### config.mk
export PLATFORM = sky130hd
export DESIGN_NAME = cpr_rx_channel_fsm
export DESIGN_NICKNAME = d
export VERILOG_FILES = /design/src/shared/cpr_pkg.sv /design/src/rtl/cpr_rx_channel_fsm.sv
export VERILOG_INCLUDE_DIRS = /design/src /design/src/shared
export SDC_FILE = /design/constraint.sdc
export NUM_CORES = 1
export LEC_CHECK = 0
export BUFFER_PORTS_ARGS = -buffer_cell sky130_fd_sc_hd__buf_4
export CAP_MARGIN = 15
export CORE_ASPECT_RATIO = 0.7
export CORE_MARGIN = 3
export CORE_UTILIZATION = 50
export CTS_CLUSTER_DIAMETER = 200
export DETAILED_ROUTE_END_ITERATION = 8
export PLACE_DENSITY_LB_ADDON = 0.08
export SLEW_MARGIN = 5
export SYNTH_ARGS = -nofsm -noshare
export SYNTH_HDL_FRONTEND = slang
export SYNTH_SLANG_ARGS = --single-unit
### constraint.sdc
create_clock -name ref_clk -period 2.3 [get_ports ref_clk]
set_input_delay 0.115 -clock ref_clk [delete_from_list [all_inputs] [get_ports ref_clk]]
set_output_delay 0.115 -clock ref_clk [all_outputs]
set_load 0.02 [all_outputs]
### src/shared/cpr_defines.svh
// constants for the per-channel cell/packet receive block
`ifndef CPR_DEFINES_SVH
`define CPR_DEFINES_SVH

// serial word framing
`define CPR_WORD_W          32
`define CPR_BIT_FIRST       5'h00
`define CPR_BIT_ONE         5'h01
`define CPR_BIT_LAST        5'h1f

// control word layout
`define CPR_TYPE_HI         31
`define CPR_TYPE_LO         28
`define CPR_TYPE_ADR        4'h1
`define CPR_TYPE_FLOW       4'h2
`define CPR_TYPE_EXT        4'h3
`define CPR_TYPE_USER       4'h4
`define CPR_START_BIT       27
`define CPR_EOP_BIT         26
`define CPR_ABORT_BIT       27
`define CPR_NBYTES_HI       25
`define CPR_NBYTES_LO       24
`define CPR_ADDR_HI         7
`define CPR_ADDR_LO         0
`define CPR_NBYTES_FULL     2'h0
`define CPR_FULL_BYTES      3'h4

// cell mode: 52 bytes in 13 words
`define CPR_CELL_LAST       4'hc
`define CPR_WCNT_ONE        4'h1

// register map
`define CPR_REG_CTRL        8'h00
`define CPR_REG_STATUS      8'h04
`define CPR_REG_CHSTATE     8'h08
`define CPR_REG_PKTCNT      8'h0c
`define CPR_REG_ABORTCNT    8'h10
`define CPR_REG_FRAMEERR    8'h14
`define CPR_CTRL_EN_BIT     0
`define CPR_CTRL_CELL_BIT   1
`define CPR_CTRL_EN_RST     1'b1
`define CPR_CTRL_CELL_RST   1'b0
`define CPR_STAT_ALIGN_BIT  0
`define CPR_STAT_CURV_BIT   1
`define CPR_STAT_CUR_LO     8
`define CPR_CNT_ONE         32'h0000_0001

`endif

### src/shared/cpr_pkg.sv
// types for the per-channel cell/packet receive block
package cpr_pkg;

    typedef enum logic [1:0] {
        st_idle   = 2'b00,
        st_start  = 2'b01,
        st_active = 2'b10,
        st_pause  = 2'b11
    } cpr_state_e;

    typedef struct packed {
        logic        wr;
        logic        rd;
        logic [7:0]  addr;
        logic [31:0] wdata;
    } cpr_bus_req_s;

    typedef struct packed {
        logic        valid;
        logic        start;
        logic        sop;
        logic        eop;
        logic [2:0]  bytes;
        logic [7:0]  chan;
        logic [31:0] data;
        logic        abort;
        logic [7:0]  abort_chan;
    } cpr_out_s;

endpackage

### src/rtl/cpr_rx_channel_fsm.sv
// serial link receiver with per-channel receive state machines
//
// Chosen here: the register addresses and the strobed register port.
`timescale 1ns/1ps
`default_nettype none
`include "cpr_defines.svh"

module cpr_rx_channel_fsm #(
    parameter int         NUM_CH    = 4,
    parameter logic [7:0] BASE_ADDR = 8'h00
) (
    input  wire logic             ref_clk,
    input  wire logic             reset_n,
    input  wire logic             ce,
    input  wire logic             link_clk,
    input  wire logic             link_data,
    input  wire logic             link_ctrl,
    input  wire cpr_pkg::cpr_bus_req_s bus_req,
    output logic [31:0]           bus_rdata,
    output cpr_pkg::cpr_out_s     rx_out
);
    import cpr_pkg::*;

    localparam int CH_W = (NUM_CH > 1) ? $clog2(NUM_CH) : 1;

    if (NUM_CH < 1 || NUM_CH > 16 || (int'(BASE_ADDR) + NUM_CH) > 256)
    begin : g_bad_param
        $error("cpr_rx_channel_fsm: NUM_CH or BASE_ADDR out of range");
    end

    // link pin synchronisers
    logic [2:0]  clk_sync;
    logic [2:0]  dat_sync;
    logic [2:0]  ctl_sync;

    always_ff @(posedge ref_clk or negedge reset_n)
    begin
        if (!reset_n)
        begin
            clk_sync <= 3'h0;
            dat_sync <= 3'h0;
            ctl_sync <= 3'h0;
        end
        else if (ce)
        begin
            clk_sync <= {clk_sync[1:0], link_clk};
            dat_sync <= {dat_sync[1:0], link_data};
            ctl_sync <= {ctl_sync[1:0], link_ctrl};
        end
    end

    // data taken from the sample just before the seen rising edge
    wire lk_edge = clk_sync[1] & ~clk_sync[2];
    wire bit_dat = dat_sync[2];
    wire bit_ctl = ctl_sync[2];

    // word deserialiser
    logic [4:0]  bit_cnt;
    logic        aligned;
    logic        word_ctl;
    logic [31:0] shreg;
    logic [31:0] word;
    logic        word_is_ctl;
    logic        word_v;
    logic        frame_err;

    wire word_done = ce && lk_edge && aligned && !bit_ctl && bit_cnt == `CPR_BIT_LAST;
    wire resync    = ce && lk_edge && aligned && bit_ctl && bit_cnt != `CPR_BIT_FIRST;

    always_ff @(posedge ref_clk or negedge reset_n)
    begin
        if (!reset_n)
        begin
            bit_cnt     <= `CPR_BIT_FIRST;
            aligned     <= 1'b0;
            word_ctl    <= 1'b0;
            shreg       <= 32'h0;
            word        <= 32'h0;
            word_is_ctl <= 1'b0;
            word_v      <= 1'b0;
            frame_err   <= 1'b0;
        end
        else if (ce)
        begin
            word_v    <= word_done;
            frame_err <= resync;
            if (lk_edge && bit_ctl)
            begin
                shreg    <= {shreg[30:0], bit_dat};
                bit_cnt  <= `CPR_BIT_ONE;
                word_ctl <= 1'b1;
                aligned  <= 1'b1;
            end
            else if (lk_edge && aligned)
            begin
                shreg   <= {shreg[30:0], bit_dat};
                bit_cnt <= bit_cnt + `CPR_BIT_ONE;
                if (bit_cnt == `CPR_BIT_FIRST)
                    word_ctl <= 1'b0;
            end
            if (word_done)
            begin
                word        <= {shreg[30:0], bit_dat};
                word_is_ctl <= word_ctl;
            end
        end
    end

    // control register
    logic ctrl_en;
    logic cell_mode;

    // word decode
    wire       evt       = ce && word_v && ctrl_en;
    wire       w_data    = !word_is_ctl;
    wire [3:0] w_type    = word[`CPR_TYPE_HI:`CPR_TYPE_LO];
    wire       is_adr    = word_is_ctl && w_type == `CPR_TYPE_ADR;
    wire       is_abort  = word_is_ctl && w_type == `CPR_TYPE_EXT && word[`CPR_ABORT_BIT];
    wire       w_sop     = word[`CPR_START_BIT];
    wire       w_eop     = word[`CPR_EOP_BIT];
    wire [1:0] w_nb      = word[`CPR_NBYTES_HI:`CPR_NBYTES_LO];
    wire [7:0] w_addr    = word[`CPR_ADDR_HI:`CPR_ADDR_LO];
    wire [7:0] w_off     = w_addr - BASE_ADDR;
    wire       adr_ok    = w_addr >= BASE_ADDR && w_off < 8'(NUM_CH);
    wire [2:0] eop_bytes = (w_nb == `CPR_NBYTES_FULL) ? `CPR_FULL_BYTES : {1'b0, w_nb};

    // channel owning the data words
    logic [CH_W-1:0] cur_ch;
    logic            cur_v;

    cpr_state_e        st [NUM_CH];
    logic [NUM_CH-1:0] ev_first;
    logic [NUM_CH-1:0] ev_end;
    logic [NUM_CH-1:0] ev_abort;
    logic [NUM_CH-1:0] ev_cell_end;
    logic [2*NUM_CH-1:0] st_vec;

    for (genvar gi = 0; gi < NUM_CH; gi++)
    begin : g_ch
        localparam logic [7:0] MY_ADDR = BASE_ADDR + 8'(gi);
        wire hit  = w_addr == MY_ADDR;
        wire mine = cur_v && cur_ch == CH_W'(gi);
        logic [3:0] wcnt;
        cpr_state_e next_st;

        always_comb
        begin
            next_st = st[gi];
            unique case (st[gi])
                st_idle:
                    if (evt && is_adr && hit && w_sop)
                        next_st = st_start;
                    else
                        next_st = st_idle;
                st_start:
                    if (evt && w_data && mine)
                        next_st = st_active;
                    else if (evt && is_abort && hit)
                        next_st = st_idle;
                    else if (evt && is_adr && !hit)
                        next_st = st_idle;
                    else if (evt && is_adr && w_eop && !w_sop)
                        next_st = st_idle;
                    else
                        next_st = st_start;
                st_active:
                    if (ev_cell_end[gi])
                        next_st = st_idle;
                    else if (evt && is_abort && hit)
                        next_st = st_idle;
                    else if (evt && is_adr && !hit)
                        next_st = w_eop ? st_idle : st_pause;
                    else if (evt && is_adr && hit && w_sop)
                        next_st = st_start;
                    else if (evt && is_adr && hit && w_eop)
                        next_st = st_idle;
                    else
                        next_st = st_active;
                st_pause:
                    if (evt && is_abort && hit)
                        next_st = st_idle;
                    else if (evt && is_adr && hit)
                        next_st = w_sop ? st_start : st_active;
                    else
                        next_st = st_pause;
            endcase
        end

        assign ev_first[gi]    = evt && st[gi] == st_start && w_data && mine;
        assign ev_end[gi]      = evt && st[gi] == st_active && is_adr && w_eop;
        assign ev_cell_end[gi] = evt && cell_mode && st[gi] == st_active && w_data
                                 && mine && wcnt == `CPR_CELL_LAST;
        assign ev_abort[gi]    = evt && hit && (
                                 (st[gi] == st_active && (is_abort || (is_adr && w_sop && !w_eop)))
                                 || (st[gi] == st_pause && (is_abort || (is_adr && w_sop))));
        assign st_vec[2*gi +: 2] = st[gi];

        always_ff @(posedge ref_clk or negedge reset_n)
        begin
            if (!reset_n)
            begin
                st[gi] <= st_idle;
                wcnt   <= 4'h0;
            end
            else if (ce)
            begin
                st[gi] <= next_st;
                if (ev_first[gi])
                    wcnt <= `CPR_WCNT_ONE;
                else if (evt && w_data && mine && st[gi] == st_active)
                    wcnt <= wcnt + `CPR_WCNT_ONE;
            end
        end
    end

    // abort channel encoder
    logic [CH_W-1:0] ab_idx;
    always_comb
    begin
        ab_idx = '0;
        for (int k = 0; k < NUM_CH; k++)
            if (ev_abort[k])
                ab_idx = CH_W'(k);
    end

    wire       data_ev  = evt && w_data && cur_v;
    wire       cur_act  = st[cur_ch] == st_active;
    wire [7:0] cur_addr = BASE_ADDR + 8'(cur_ch);

    // per-channel hold of the newest word
    logic [31:0]       held [NUM_CH];
    logic [NUM_CH-1:0] held_sop;
    logic [NUM_CH-1:0] held_v;
    logic [31:0]       pkt_cnt;
    logic [31:0]       abort_cnt;
    logic [31:0]       frame_cnt;

    always_ff @(posedge ref_clk or negedge reset_n)
    begin
        if (!reset_n)
        begin
            rx_out    <= '0;
            held      <= '{default: 32'h0};
            held_sop  <= '0;
            held_v    <= '0;
            cur_ch    <= '0;
            cur_v     <= 1'b0;
            pkt_cnt   <= 32'h0;
            abort_cnt <= 32'h0;
            frame_cnt <= 32'h0;
        end
        else if (ce)
        begin
            rx_out.valid <= 1'b0;
            rx_out.start <= 1'b0;
            rx_out.abort <= 1'b0;
            if (frame_err)
                frame_cnt <= frame_cnt + `CPR_CNT_ONE;
            if (evt && is_adr)
            begin
                cur_v  <= adr_ok;
                cur_ch <= CH_W'(w_off);
            end
            if (|ev_abort)
            begin
                rx_out.abort      <= 1'b1;
                rx_out.abort_chan <= BASE_ADDR + 8'(ab_idx);
                held_v[ab_idx]    <= 1'b0;
                abort_cnt         <= abort_cnt + `CPR_CNT_ONE;
            end
            if (data_ev && ev_first[cur_ch])
            begin
                rx_out.start <= 1'b1;
                rx_out.chan  <= cur_addr;
                if (cell_mode)
                begin
                    rx_out.valid <= 1'b1;
                    rx_out.sop   <= 1'b1;
                    rx_out.eop   <= 1'b0;
                    rx_out.bytes <= `CPR_FULL_BYTES;
                    rx_out.data  <= word;
                end
                else
                begin
                    held[cur_ch]     <= word;
                    held_sop[cur_ch] <= 1'b1;
                    held_v[cur_ch]   <= 1'b1;
                end
            end
            else if (data_ev && cur_act)
            begin
                rx_out.chan <= cur_addr;
                if (cell_mode)
                begin
                    rx_out.valid <= 1'b1;
                    rx_out.sop   <= 1'b0;
                    rx_out.eop   <= ev_cell_end[cur_ch];
                    rx_out.bytes <= `CPR_FULL_BYTES;
                    rx_out.data  <= word;
                    if (ev_cell_end[cur_ch])
                        pkt_cnt <= pkt_cnt + `CPR_CNT_ONE;
                end
                else
                begin
                    rx_out.valid     <= held_v[cur_ch];
                    rx_out.sop       <= held_sop[cur_ch];
                    rx_out.eop       <= 1'b0;
                    rx_out.bytes     <= `CPR_FULL_BYTES;
                    rx_out.data      <= held[cur_ch];
                    held[cur_ch]     <= word;
                    held_sop[cur_ch] <= 1'b0;
                    held_v[cur_ch]   <= 1'b1;
                end
            end
            else if (cur_v && ev_end[cur_ch] && held_v[cur_ch])
            begin
                rx_out.valid   <= 1'b1;
                rx_out.chan    <= cur_addr;
                rx_out.sop     <= held_sop[cur_ch];
                rx_out.eop     <= 1'b1;
                rx_out.bytes   <= eop_bytes;
                rx_out.data    <= held[cur_ch];
                held_v[cur_ch] <= 1'b0;
                pkt_cnt        <= pkt_cnt + `CPR_CNT_ONE;
            end
        end
    end

    // register port
    wire [31:0] status_word = {16'h0, 8'(cur_ch), 6'h0, cur_v, aligned};
    wire [31:0] rd_mux =
        (bus_req.addr == `CPR_REG_CTRL)     ? {30'h0, cell_mode, ctrl_en} :
        (bus_req.addr == `CPR_REG_STATUS)   ? status_word :
        (bus_req.addr == `CPR_REG_CHSTATE)  ? 32'(st_vec) :
        (bus_req.addr == `CPR_REG_PKTCNT)   ? pkt_cnt :
        (bus_req.addr == `CPR_REG_ABORTCNT) ? abort_cnt :
        (bus_req.addr == `CPR_REG_FRAMEERR) ? frame_cnt : 32'h0;

    always_ff @(posedge ref_clk or negedge reset_n)
    begin
        if (!reset_n)
        begin
            ctrl_en   <= `CPR_CTRL_EN_RST;
            cell_mode <= `CPR_CTRL_CELL_RST;
            bus_rdata <= 32'h0;
        end
        else if (ce)
        begin
            bus_rdata <= bus_req.rd ? rd_mux : 32'h0;
            if (bus_req.wr && bus_req.addr == `CPR_REG_CTRL)
            begin
                ctrl_en   <= bus_req.wdata[`CPR_CTRL_EN_BIT];
                cell_mode <= bus_req.wdata[`CPR_CTRL_CELL_BIT];
            end
        end
    end

    // checks on the word deserialiser, channel 0 and the output stream
    wire hit0 = w_addr == BASE_ADDR;

    property p_idle_hold;
        @(posedge ref_clk) disable iff (!reset_n)
        st[0] == st_idle && !(evt && is_adr && hit0 && w_sop) |=> st[0] == st_idle;
    endproperty
    a_idle_hold: assert property (p_idle_hold) else $error("idle channel left idle");

    property p_idle_start;
        @(posedge ref_clk) disable iff (!reset_n)
        st[0] == st_idle && evt && is_adr && hit0 && w_sop |=> st[0] == st_start;
    endproperty
    a_idle_start: assert property (p_idle_start) else $error("start word not taken");

    property p_first_data;
        @(posedge ref_clk) disable iff (!reset_n)
        ev_first[0] |=> st[0] == st_active ##0 rx_out.start && rx_out.chan == BASE_ADDR;
    endproperty
    a_first_data: assert property (p_first_data) else $error("first data not active");

    property p_start_other;
        @(posedge ref_clk) disable iff (!reset_n)
        st[0] == st_start && evt && is_adr && !hit0 |=> st[0] == st_idle;
    endproperty
    a_start_other: assert property (p_start_other) else $error("start kept on switch");

    property p_cell_end;
        @(posedge ref_clk) disable iff (!reset_n)
        ev_cell_end[0] |=> st[0] == st_idle && rx_out.valid && rx_out.eop;
    endproperty
    a_cell_end: assert property (p_cell_end) else $error("cell not closed at 52 bytes");

    property p_resume;
        @(posedge ref_clk) disable iff (!reset_n)
        st[0] == st_pause && evt && is_adr && hit0 && !w_sop |=> st[0] == st_active;
    endproperty
    a_resume: assert property (p_resume) else $error("paused transfer not resumed");

    property p_pause_abort;
        @(posedge ref_clk) disable iff (!reset_n)
        st[0] == st_pause && evt && is_abort && hit0
        |=> st[0] == st_idle && rx_out.abort && rx_out.abort_chan == BASE_ADDR;
    endproperty
    a_pause_abort: assert property (p_pause_abort) else $error("pause abort lost");

    property p_notice;
        @(posedge ref_clk) disable iff (!reset_n)
        rx_out.start |-> $past(data_ev) && $past(st[0] != st_active || cur_ch != '0);
    endproperty
    a_notice: assert property (p_notice) else $error("start notice without data");

    property p_hold_last;
        @(posedge ref_clk) disable iff (!reset_n)
        !cell_mode && rx_out.valid && rx_out.eop |-> $past(evt && is_adr && w_eop);
    endproperty
    a_hold_last: assert property (p_hold_last) else $error("last word left early");

    property p_ext_abort;
        @(posedge ref_clk) disable iff (!reset_n)
        (st[0] == st_start || st[0] == st_active) && evt && is_abort && hit0
        |=> st[0] == st_idle;
    endproperty
    a_ext_abort: assert property (p_ext_abort) else $error("abort word ignored");

    property p_reset_idle;
        @(posedge ref_clk) disable iff (!reset_n)
        $rose(reset_n) |-> st[0] == st_idle && !rx_out.valid;
    endproperty
    a_reset_idle: assert property (p_reset_idle) else $error("not idle after reset");

    property p_word_span;
        @(posedge ref_clk) disable iff (!reset_n)
        word_v |-> aligned && $past(bit_cnt) == `CPR_BIT_LAST;
    endproperty
    a_word_span: assert property (p_word_span) else $error("word not 32 bits");

    c_packet: cover property (@(posedge ref_clk) disable iff (!reset_n)
        rx_out.valid && rx_out.eop && !cell_mode);
    c_cell:   cover property (@(posedge ref_clk) disable iff (!reset_n)
        ev_cell_end[0]);
    c_pause:  cover property (@(posedge ref_clk) disable iff (!reset_n)
        st[0] == st_pause ##1 st[0] == st_active);
    c_abort:  cover property (@(posedge ref_clk) disable iff (!reset_n)
        rx_out.abort);

endmodule
`default_nettype wire

==> results.cfg <==
[status]
result_of_the_run = finished, violations left
violations = setup timing

[timing]
worst_slew_margin_rel = 0.559
setup_viol = 189
layout_min_cycle_time_ps = 2500
unrepaired_setup_endpoints_after_global_routing = yes
worst_slew_pin_slew_ps = 660
timing.final.max_slew_violations = 0
max_clock_freq_ghz = 0.400
timing.final.ws_setup_ps = -197
post-route-period-util = 1.09
setup_skew_ps = 22.6
hold_violations = 0
fin_tns_setup_ps = -17860

[grt]
via_count_of_the_first_global_routing_pass = 14333
grt_pass1_wl_microns = 84100
globalRouteTotalUtil = 0.251
grt_overflow = 0
grt_start_max_net_pins = 73
initial_antenna_violation_count = 0

[logic_synthesis]
post_synth_instance_area_sq_mm = 0.0200
synth_cell_type_count = 89
ys_seq_area_frac = 0.525
yosysWarningCount = 0
synth.avg_cell_area_sq_um = 12.2
yosys_most_used_dff = dfrtp_1
post-synth-top-area-cell = dfrtp_1
yosys_register_bits = 419
post_synth_inst_count = 1637
async_flop_share = 1.00
synthMostInstantiatedCell = dfrtp_1
synth_top_area_share = 0.523
synth_commonest_cells = dfrtp_1, nand2_1, mux2_2
synth-edff-count = 0
synth_area_leaders = dfrtp_1, mux2_2, mux4_2

[cts]
cts.reportedPaths.clkPinSlew_ps = 60
insertion_delay_ps = 560
cts_inserted_buffers = 42
cts_root_buf = clkbuf_16
cts_buffer_depth = 3
cts_htree_levels = 2
clock_sink_total = 419
cts_tree = built

[final_layout]
syn2layout_area_growth_pct = 25.0
fin_util = 0.642
antennaDiodeCount = 0
final_design_area_no_fill_sq_mm = 0.0250
final_net_count = 1929
fraction_of_final_layout_cells_sized_beyond_drive_strength_1 = 0.345

[route]
detail_route.wl_per_cell_microns = 22.3
detail_routed_via_count_per_cell = 5.91
drt-initial-drc-count = 1229
dr_total_vias = 14348
totalWireLength_microns = 54100
final_antenna_net_count = 0
drc = 0
first_pass_detailed_route_iteration_total = 6

[floorplanning]
fp.coreArea_sq_mm = 0.0389
die_area_sq_mm = 0.0424
die_height_microns = 173
chipWidth_microns = 245
core.rowCount = 60
boundaryPins = 136
initial_utilization = 0.514

[critical_path]
critPathArrivalTime_ps = 2930
critical_path_class = flip-flop to flip-flop
worst-path-max-fanout = 15
cp-start-kind = flip-flop
cp_slowest_cell = dfrtp_2
critical_path_cell_count = 9
r2r.worst_path.cells = 9
worst_path_dominant_cell_family = buffers and inverters
worstPathBufferInverterCount = 3
critical_path.max_stage_delay_ps = 440
reg2reg_from = cur_ch[1]
worst_ep_required_time_ps = 2730
path_cells = buf_4, mux4_2, nand4_1, o21a_1, buf_4, o22ai_4, buf_6, nand4_1, xnor2_1
endpoint_of_the_worst_setup_timing_path = pkt_cnt[23]
regToRegSetupSlack_ps = -200
crit_path_start = cur_ch[1]
end_kind = flip-flop
rr_endpoint = pkt_cnt[23]

[power_and_ir_drop]
power_leakage_nw = 11.8
finalPower_mw = 15.8
vdd.ir_drop.worst_uv = 506
p_per_area_mw_per_mm2 = 634

[run]
maximum_capacitance_violations = 0

[placement]
placement.io_buffers = 93
place.detailed.hpwl_microns = 35400
pre_cts_slack_ps = -182
postPlaceCellArea_sq_mm = 0.0222
globalplace.congestion = 0.925

[min_path]
hp-class = input port to asynchronous set/reset pin
## cell families after synthesis
family | Yosys count | synth area share
AO/OA/AOI/OAI | 283 | 0.0985
XOR/XNOR | 93 | 0.0408
adder cells (fa/ha/maj) | 14 | 0.00877
buffers and inverters | 137 | 0.0378
flip-flops | 419 | 0.525
multiplexers | 276 | 0.178
other | 1 | 0.000188
AND/OR/NAND/NOR | 414 | 0.111
## cells in the final DEF (no fill, tap or decap), types with 37 or more instances in the layout
cell type  Yosys  layout
nand2_1      126     119
xor2_1        39      39
nand4_1       39      39
mux2_2       122     121
a21oi_1       39      37
mux2_4        26      63
xnor2_1       54      54
buf_4         18     214
dfrtp_1      418     414
nor2_1        53      51
clkbuf_16      0      49
o21ai_0       89      84
## timing repair
action,in CTS,in global routing
hold buffers,9,0
endpoints found under the hold margin,107,0
pin swaps,18,21
buffers inserted,12,12
resized for setup,63,113
cloned,6,7
setup endpoints to repair,197,215
## how the worst min path moves through the flow
stage	end	slack [ps]	depth (start not counted)
after floorplan	asynchronous set/reset pin	-180	0
after global placement	rx_out[33]	120	1
after detailed placement	rx_out[33]	130	1
after CTS	rx_out[32]	130	2
after global routing	rx_out[33]	150	2
final	rx_out[33]	120	2
## metrics by stage
step / hold WS, ps / cells
final: 119 / 2427
after global placement: 124 / 2309
after CTS: 126 / 2413
after floorplan: -181 / 1648
after detailed placement: 126 / 2309
after global routing: 151 / 2427
## state kept, by name, summed over array words and instances (netlist names), 4 cells and up, named ones only
signal / cells
held: 128
rx_out: 44
abort_cnt: 32
bus_rdata: 32
frame_cnt: 32
pkt_cnt: 32
word: 32
shreg: 31
g_ch.wcnt: 16
st: 8
bit_cnt: 5
held_v: 4
## report_power, final
part | internal, mW | switching [mW]
Combinational | 0.315 | 0.437
Clock | 4.38 | 2.99
Sequential | 7.55 | 0.182
## layout make-up
type	count	area [sq um]
multi-input combinational	1092	9430
sequential	419	10500
inverter	29	109
tap	527	659
clock buffer	64	1260
fill	3019	13900
clock inverter	13	219
timing repair buffer	283	2800
## layer usage
layer / vias to the layer above / GRT usage / part of all wire
li1: 6438 / - / -
met5: - / 0.00452 / 0
met2: 424 / 0.346 / 0.41
met4: 0 / 0.0511 / 0.016
met1: 7406 / 0.409 / 0.50
met3: 80 / 0.0499 / 0.066
No activity file was read; power rests on OpenSTA's default activity.
